===== config.mk =====
export PLATFORM = sky130hd
export DESIGN_NAME = dio_mode_ctrl
export DESIGN_NICKNAME = d
export VERILOG_FILES = /design/src/hdl/dio_pkg.sv /design/src/hdl/dio_pin_if.sv /design/src/hdl/dio_pin_sync.sv /design/src/hdl/dio_mode_ctrl.sv
export SDC_FILE = /design/constraint.sdc
export NUM_CORES = 1
export LEC_CHECK = 0
export BUFFER_PORTS_ARGS = -buffer_cell sky130_fd_sc_hd__buf_2
export CAP_MARGIN = 20
export CORE_ASPECT_RATIO = 0.5
export CORE_MARGIN = 2
export CORE_UTILIZATION = 25
export DETAILED_ROUTE_END_ITERATION = 10
export GPL_TIMING_DRIVEN = 0
export SYNTH_ARGS = -nofsm -noshare
export SYNTH_HDL_FRONTEND = slang
export SYNTH_SLANG_ARGS = --single-unit
export TNS_END_PERCENT = 10

===== constraint.sdc =====
create_clock -name ref_clk -period 1.4 [get_ports ref_clk]
set_input_delay 0 -clock ref_clk [delete_from_list [all_inputs] [get_ports ref_clk]]
set_output_delay 0 -clock ref_clk [all_outputs]
set_load 0.05 [all_outputs]

===== src/hdl/dio_pkg.sv =====
// Purpose: shared constants and types for the digital I/O mode and interrupt control
// Assumes: byte-wide control registers reached over a select/strobe register port
// Notes:   register select codes and control field reset values are fixed here; busy output and pending resets are set in dio_mode_ctrl
package dio_pkg;

  // module build variant
  typedef enum logic [1:0] {
    DIO_VAR_LOGIC,
    DIO_VAR_OPEN_COLLECTOR_VARIANT,
    DIO_VAR_HIGH_VOLTAGE_OPEN_COLLECTOR_VARIANT
  } dio_variant_type;

  localparam int DIO_NUM_PORTS = 12;
  localparam int DIO_NUM_DIR   = 4;
  localparam int DIO_HV_PORTS  = 6;
  localparam int DIO_SPAN_W    = 4;

  // register select codes
  localparam logic DIO_REG_DIR_SPAN = 1'b0;
  localparam logic DIO_REG_IRQ_CTRL = 1'b1;

  // port_direction_and_sync_span fields
  localparam int DIO_DIR_LSB  = 0;
  localparam int DIO_SPAN_LSB = 4;

  // interrupt_and_handshake_control fields
  localparam int DIO_IEN_BIT      = 0;
  localparam int DIO_BUSY_POL_BIT = 1;
  localparam int DIO_CLK_EDGE_BIT = 2;
  localparam int DIO_TRIG_BIT     = 5;
  localparam int DIO_SVC_BIT      = 6;
  localparam int DIO_LINE_BIT     = 7;

  // span codes meaning every port synchronous
  localparam logic [DIO_SPAN_W-1:0] DIO_SPAN_ALL_LOGIC = 4'hb;
  localparam logic [DIO_SPAN_W-1:0] DIO_SPAN_ALL_HV    = 4'h6;

  // reset values
  localparam logic [DIO_NUM_DIR-1:0] DIO_DIR_RST  = 4'h0;
  localparam logic [DIO_SPAN_W-1:0]  DIO_SPAN_RST = 4'h0;
  localparam logic                   DIO_IEN_RST  = 1'b0;
  localparam logic                   DIO_POL_RST  = 1'b0;
  localparam logic                   DIO_EDGE_RST = 1'b0;

endpackage


===== src/hdl/dio_pin_if.sv =====
// Purpose: carries synchronised external pin levels and clock edges between modules
// Assumes: all signals on ref_clk
// Notes:   edge pulses last one enabled cycle
`timescale 1ns/1ps
`default_nettype none
interface dio_pin_if;
  logic       clk_rise;
  logic       clk_fall;
  logic       trig_lvl;
  logic [3:0] tri_n_lvl;

  modport sync (output clk_rise, output clk_fall, output trig_lvl, output tri_n_lvl);
  modport core (input clk_rise, input clk_fall, input trig_lvl, input tri_n_lvl);
endinterface
`default_nettype wire


===== src/hdl/dio_pin_sync.sv =====
// Purpose: two-stage synchronisers for external pins and edge detection for the clock pin
// Assumes: pins asynchronous to ref_clk; external clock slow against ref_clk
// Notes:   edges are taken from the second stage against a third history stage
`timescale 1ns/1ps
`default_nettype none
module dio_pin_sync (
  // clock and reset
  input  wire logic  ref_clk,
  input  wire logic  srst,
  input  wire logic  ce,
  // raw pins
  input  wire logic  ext_clk_pin,
  input  wire logic  ext_trig_pin,
  input  wire logic [3:0] tri_n_pin,
  // synchronised side
  dio_pin_if.sync    pins
);
  import dio_pkg::*;

  localparam int W = 2 + DIO_NUM_DIR;

  logic [W-1:0] s1_r;
  logic [W-1:0] s1_nxt;
  logic [W-1:0] s2_r;
  logic [W-1:0] s2_nxt;
  logic         clk_hist_r;
  logic         clk_hist_nxt;

  always_comb begin
    s1_nxt       = {tri_n_pin, ext_trig_pin, ext_clk_pin};
    s2_nxt       = s1_r;
    clk_hist_nxt = s2_r[0];
  end

  always_ff @(posedge ref_clk) begin
    if (srst) begin
      s1_r       <= '0;
      s2_r       <= '0;
      clk_hist_r <= 1'b0;
    end else if (ce) begin
      s1_r       <= s1_nxt;
      s2_r       <= s2_nxt;
      clk_hist_r <= clk_hist_nxt;
    end
  end

  // gated by ce so a frozen block sees no edge
  assign pins.clk_rise  = ce & s2_r[0] & ~clk_hist_r;
  assign pins.clk_fall  = ce & ~s2_r[0] & clk_hist_r;
  assign pins.trig_lvl  = s2_r[1];
  assign pins.tri_n_lvl = s2_r[W-1:2];
endmodule
`default_nettype wire


===== src/hdl/dio_mode_ctrl.sv =====
// Purpose: port direction, synchronous span, busy polarity, clock edge and interrupt control
// Assumes: variant input is static; busy_req and svc_event come from ref_clk logic
// Notes:   registers reached by select, write strobe and read strobe, one byte each
// Operation
// - bits 0-3 set ports I-L direction
// - direction readback inverted, tri-state low reads 1
// - bits 4-7 code sets synchronous port prefix
// - open-collector: direction bits dead, span kept
// - high-voltage: direction dead, span over A-F
// - bit0 enables interrupts; bit6 low when pending
// - bit1 selects busy output polarity
// - bit2 selects external clock active edge
// - bit5 reads external trigger level
`timescale 1ns/1ps
`default_nettype none
module dio_mode_ctrl (
  // clock, reset, enable
  input  wire logic                              ref_clk,
  input  wire logic                              srst,
  input  wire logic                              ce,
  // build variant
  input  wire dio_pkg::dio_variant_type          variant,
  // register port
  input  wire logic                              reg_sel,
  input  wire logic                              reg_wr,
  input  wire logic                              reg_rd,
  input  wire logic [7:0]                        reg_wdata,
  output logic      [7:0]                        reg_rdata,
  output logic                                   reg_rvalid,
  // external equipment pins
  input  wire logic                              ext_clk_pin,
  input  wire logic                              ext_trig_pin,
  input  wire logic [dio_pkg::DIO_NUM_DIR-1:0]   tri_n_pin,
  output logic                                   ext_busy_pin,
  // port logic side
  input  wire logic                              busy_req,
  input  wire logic                              svc_event,
  output logic                                   ext_clk_strobe,
  output logic                                   trig_active,
  output logic      [dio_pkg::DIO_NUM_DIR-1:0]   port_dir_out,
  output logic      [dio_pkg::DIO_NUM_PORTS-1:0] sync_mask,
  output logic                                   irq_line
);
  import dio_pkg::*;

  dio_pin_if pins ();

  dio_pin_sync u_sync (
    .ref_clk      (ref_clk),
    .srst         (srst),
    .ce           (ce),
    .ext_clk_pin  (ext_clk_pin),
    .ext_trig_pin (ext_trig_pin),
    .tri_n_pin    (tri_n_pin),
    .pins         (pins)
  );

  // control state
  logic [DIO_NUM_DIR-1:0]   dir_r;
  logic [DIO_NUM_DIR-1:0]   dir_nxt;
  logic [DIO_SPAN_W-1:0]    span_r;
  logic [DIO_SPAN_W-1:0]    span_nxt;
  logic                     ien_r;
  logic                     ien_nxt;
  logic                     pol_r;
  logic                     pol_nxt;
  logic                     edge_r;
  logic                     edge_nxt;
  logic                     pending_r;
  logic                     pending_nxt;

  // output state
  logic [7:0]               rdata_r;
  logic [7:0]               rdata_nxt;
  logic                     rvalid_r;
  logic                     rvalid_nxt;
  logic                     busy_r;
  logic                     busy_nxt;
  logic                     strobe_r;
  logic                     strobe_nxt;
  logic                     trig_r;
  logic                     trig_nxt;
  logic [DIO_NUM_DIR-1:0]   dir_out_r;
  logic [DIO_NUM_DIR-1:0]   dir_out_nxt;
  logic [DIO_NUM_PORTS-1:0] mask_r;
  logic [DIO_NUM_PORTS-1:0] mask_nxt;
  logic                     line_r;
  logic                     line_nxt;

  logic                     is_logic;
  logic                     is_hv;
  logic                     wr_dir;
  logic                     wr_ctl;
  logic [7:0]               rd_dir_span;
  logic [7:0]               rd_irq_ctrl;

  assign is_logic = (variant == DIO_VAR_LOGIC);
  assign is_hv    = (variant == DIO_VAR_HIGH_VOLTAGE_OPEN_COLLECTOR_VARIANT);
  assign wr_dir   = reg_wr & (reg_sel == DIO_REG_DIR_SPAN);
  assign wr_ctl   = reg_wr & (reg_sel == DIO_REG_IRQ_CTRL);

  // register writes
  always_comb begin
    dir_nxt  = dir_r;
    span_nxt = span_r;
    ien_nxt  = ien_r;
    pol_nxt  = pol_r;
    edge_nxt = edge_r;
    if (wr_dir) begin
      if (is_logic) begin
        dir_nxt = reg_wdata[DIO_DIR_LSB +: DIO_NUM_DIR];
      end else begin
        dir_nxt = DIO_DIR_RST;
      end
      span_nxt = reg_wdata[DIO_SPAN_LSB +: DIO_SPAN_W];
    end
    // reserved bits 3 and 4 are not stored
    if (wr_ctl) begin
      ien_nxt  = reg_wdata[DIO_IEN_BIT];
      pol_nxt  = reg_wdata[DIO_BUSY_POL_BIT];
      edge_nxt = reg_wdata[DIO_CLK_EDGE_BIT];
    end
  end

  // interrupt pending: set by event, cleared by a read of the control byte
  always_comb begin
    pending_nxt = pending_r;
    if (reg_rd && (reg_sel == DIO_REG_IRQ_CTRL)) begin
      pending_nxt = 1'b0;
    end
    if (svc_event) begin
      pending_nxt = 1'b1;
    end
  end

  // readback images
  always_comb begin
    rd_dir_span = 8'h00;
    if (is_logic) begin
      rd_dir_span[DIO_DIR_LSB +: DIO_NUM_DIR] = ~dir_r | ~pins.tri_n_lvl;
    end
    rd_dir_span[DIO_SPAN_LSB +: DIO_SPAN_W] = span_r;
    rd_irq_ctrl                   = 8'h00;
    rd_irq_ctrl[DIO_IEN_BIT]      = ien_r;
    rd_irq_ctrl[DIO_BUSY_POL_BIT] = pol_r;
    rd_irq_ctrl[DIO_CLK_EDGE_BIT] = edge_r;
    rd_irq_ctrl[DIO_TRIG_BIT]     = pins.trig_lvl;
    rd_irq_ctrl[DIO_SVC_BIT]      = ~pending_r;
    rd_irq_ctrl[DIO_LINE_BIT]     = ~line_r;
  end

  // read answer
  always_comb begin
    rdata_nxt  = rdata_r;
    rvalid_nxt = reg_rd;
    if (reg_rd) begin
      rdata_nxt = (reg_sel == DIO_REG_IRQ_CTRL) ? rd_irq_ctrl : rd_dir_span;
    end
  end

  // synchronous span per port
  genvar p;
  generate
    for (p = 0; p < DIO_NUM_PORTS; p++) begin : g_span
      localparam logic [DIO_SPAN_W-1:0] PIDX = DIO_SPAN_W'(p);
      if (p < DIO_HV_PORTS) begin : g_low
        assign mask_nxt[p] = is_hv ? ((span_r > PIDX) || (span_r >= DIO_SPAN_ALL_HV))
                                   : ((span_r > PIDX) || (span_r >= DIO_SPAN_ALL_LOGIC));
      end else begin : g_high
        assign mask_nxt[p] = ~is_hv & ((span_r > PIDX) || (span_r >= DIO_SPAN_ALL_LOGIC));
      end
    end
  endgenerate

  // pin side and port logic outputs
  always_comb begin
    busy_nxt    = pol_r ? busy_req : ~busy_req;
    strobe_nxt  = edge_r ? pins.clk_fall : pins.clk_rise;
    trig_nxt    = pins.trig_lvl;
    dir_out_nxt = is_logic ? dir_r : DIO_DIR_RST;
    line_nxt    = ien_r & pending_r;
  end

  always_ff @(posedge ref_clk) begin
    if (srst) begin
      dir_r     <= DIO_DIR_RST;
      span_r    <= DIO_SPAN_RST;
      ien_r     <= DIO_IEN_RST;
      pol_r     <= DIO_POL_RST;
      edge_r    <= DIO_EDGE_RST;
      pending_r <= 1'b0;
      rdata_r   <= 8'h00;
      rvalid_r  <= 1'b0;
      busy_r    <= 1'b1;
      strobe_r  <= 1'b0;
      trig_r    <= 1'b0;
      dir_out_r <= DIO_DIR_RST;
      mask_r    <= '0;
      line_r    <= 1'b0;
    end else if (ce) begin
      dir_r     <= dir_nxt;
      span_r    <= span_nxt;
      ien_r     <= ien_nxt;
      pol_r     <= pol_nxt;
      edge_r    <= edge_nxt;
      pending_r <= pending_nxt;
      rdata_r   <= rdata_nxt;
      rvalid_r  <= rvalid_nxt;
      busy_r    <= busy_nxt;
      strobe_r  <= strobe_nxt;
      trig_r    <= trig_nxt;
      dir_out_r <= dir_out_nxt;
      mask_r    <= mask_nxt;
      line_r    <= line_nxt;
    end
  end

  assign reg_rdata      = rdata_r;
  assign reg_rvalid     = rvalid_r;
  assign ext_busy_pin   = busy_r;
  assign ext_clk_strobe = strobe_r;
  assign trig_active    = trig_r;
  assign port_dir_out   = dir_out_r;
  assign sync_mask      = mask_r;
  assign irq_line       = line_r;

endmodule
`default_nettype wire


==> flow_summary.ini <==
[timing]
timing.final.crit_share_pct = 85.3
rsz0062_at_grt = false
worstMarginPinSlew_ns = 0.631
clock.fmax_mhz = 837
skew_ns = 0.00668
finalHoldViolCount = 0
final.setup.tns_ns = 0
max-slew-margin-rel_pct = 57.9
min_period_ns = 1.19
slew_viol_final = 0
whs_ns = 0.0314
setup_violations = 0

[finish]
nets = 335
drive_above_1_share_pct = 24.0
num_antenna_cells = 0
syn_to_final_growth_pct = 32.9
mostFrequentLayoutCell = buf_2
mostFrequentLayoutCells = buf_2 (56), dfxtp_1 (54), nor2_1 (36)
fillCellCount = 928

[cts]
clkTransAtPathRegs_ns = 0.07
cts_made_buffers = 5
cts_tree = built
cts.sinks = 54
post_cts_buffers = 0
cts_htree_levels = 2
worstSkewPairLatency_ns = 0.29
clock_path_buffers = 2
cts_root_buf = clkbuf_16

[worst_setup_path]
crit_type = input pin to flip-flop
worstPathRequired_ns = 1.56
crit_start = srst
path_max_fanout = 10
rr_worst_depth = 3
endpoint_kind = flip-flop
cp.arrival_ns = 1.35
critPathLaunchType = input pin
r2r-end = reg_rdata[4]
r2r-start = span_r[0]
rrSetupSlack_ns = 0.27

[drt]
vias_per_cell = 4.41
vias = 1890
antenna_left = 0
avgRoutedWirePerCell_um = 13.6
first_iter_violations = 96
routed_wl_um = 5830
firstDrtPassIters = 4
drc = 0

[min_path]
hold_start = reg_sel
hold_class = input pin to flip-flop
whs_endpoint = reg_rdata[4]
hold_depth = 3

[grt]
track_usage_pct = 12.7
antenna_found_initial = 0
grt.overflow.total = 0
first_global_vias = 1777
grt_pass1_wl_um = 9390
grt_max_degree = 16

[synthesis]
synth_cell_types = 34
postSynthAreaPerCell_um2 = 9.18
synth_top_area_share_pct = 49.5
syn_nets = 262
ys_warn_count = 0
synth_area_leader_cell = dfxtp_1
ys_seq_area_share_pct = 49.5
syn-cell-area_um2 = 2180
syn_inst = 238
ys_top_cells_by_area = dfxtp_1 (49%), mux2i_1 (8.7%), nor2_1 (6.2%)
synth-seq-cells = 54

[flow_run]
drv_cap = 0

[floorplanning]
die_h_um = 70.1
start_util_pct = 25.4
die_area_um2 = 9550
pin_count = 53
core_um2 = 8590
rows = 24
die_w_um = 136

[pwr]
p_leak_uw = 0.00126
peakVddDrop_v = 0.000573
power_density_nw_per_um2 = 1180

[placed_design]
hpwlAfterDp_um = 4080
gp_congestion = 0.803
port_buffers = 50

[status]
status = finished clean
## state kept, by name (all words and copies together), names as in the netlist
signal	cells
u_sync.clk_hist_r	1
u_sync.s1_r	6
port_dir_out	4
trig_active	1
irq_line	1
pending_r	1
u_sync.s2_r	6
reg_rvalid	1
sync_mask	12
ext_busy_pin	1
pol_r	1
edge_r	1
ien_r	1
span_r	4
reg_rdata	8
dir_r	4
ext_clk_strobe	1
## critical path, cell delays in order
cell	delay (ns)
dlygate4sd3_1	0.52
buf_2	0.20
clkbuf_1	0.52
nor2_1	0.11
## where the power goes
part           internal, uW  leakage (uW)  switching (uW)  total, uW
Sequential             1590      0.000440            30.8       1620
Combinational           168      0.000746             261        429
Clock                   846     0.0000781             534       1380
Total                  2600       0.00126             825       3430
## kinds of logic (layout without fill, tap and decap cells)
group | after synthesis | count (layout) | synth area share [%]
and+or+nand+nor | 96 | 96 | 21.3
DFF | 54 | 54 | 49.5
AOI/OAI and AO/OA | 47 | 47 | 12.9
buffers and inverters | 21 | 95 | 7.16
muxes | 19 | 19 | 8.71
xor gates and xnor gates | 1 | 1 | 0.401
## final cells by class
cell class	instances	area (um^2)	share of cell area, %
Inverter	2	7.51	0.259
Clock buffer	7	133	4.57
Buffer	19	149	5.13
Sequential cell	54	1080	37.2
Clock inverter	1	30.0	1.03
Multi-Input combinational cell	163	947	32.6
Timing Repair Buffer	66	410	14.1
Tap cell	117	146	5.04
## Yosys cell counts
cell type and count:
inv_1 2, and4bb_4 1, o2111ai_1 1, a21oi_1 25, nand3b_2 1, o22ai_1 2, nand3_1 12, clkbuf_1 5
buf_2 6, or2_2 1, nand4_1 2, o211ai_1 1, a21o_1 1, a311oi_1 1, nand2_2 1, and3b_1 2
and2b_1 4, o21a_1 1, a31oi_1 7, or3_1 2, xor2_1 1, dfxtp_1 54, buf_6 4, mux2i_1 19
nand2_1 21, and2_1 1, buf_4 2, a211oi_1 5, nand2b_1 10, nor2_1 36, a22oi_1 2, a31o_2 1
buf_12 2, nor3_1 2
## through the flow
stage	utilization, %	setup slack [ns]	total power (uW)	cells	cell area, um^2
2_1_floorplan	-	0.351	1930	238	2180
3_3_place_gp	30.1	0.302	2050	405	2580
3_5_place_dp	30.1	0.293	2050	405	2580
4_1_cts	33.8	0.196	3460	429	2900
5_1_grt	33.8	0.108	3570	429	2900
6_report	33.8	0.206	3430	429	2900
## layer usage
metal	wire length, um	part of all wire (%)	track usage (%)
met1	2850	49	17.6
met2	2730	47	20.0
met3	200	3.4	2.69
met4	55	0.94	3.13
met5	0	0	0
## worst max-delay path by stage
stage / end / slack (ns) / depth (start not counted)
floorplan: sync_mask[8] / 0.35 / 4
global placement: reg_rdata[4] / 0.30 / 3
detailed placement: sync_mask[8] / 0.29 / 4
CTS: u_sync.s1_r[2] / 0.20 / 4
global route: u_sync.s1_r[4] / 0.11 / 4
finish: u_sync.s1_r[2] / 0.21 / 4
## timing repair
action,4_1_cts,5_1_grt
hold buffers,16,0
resized for setup,0,0
endpoints found under the hold margin,20,0
Note: power is estimated with default switching activity, not from simulation.
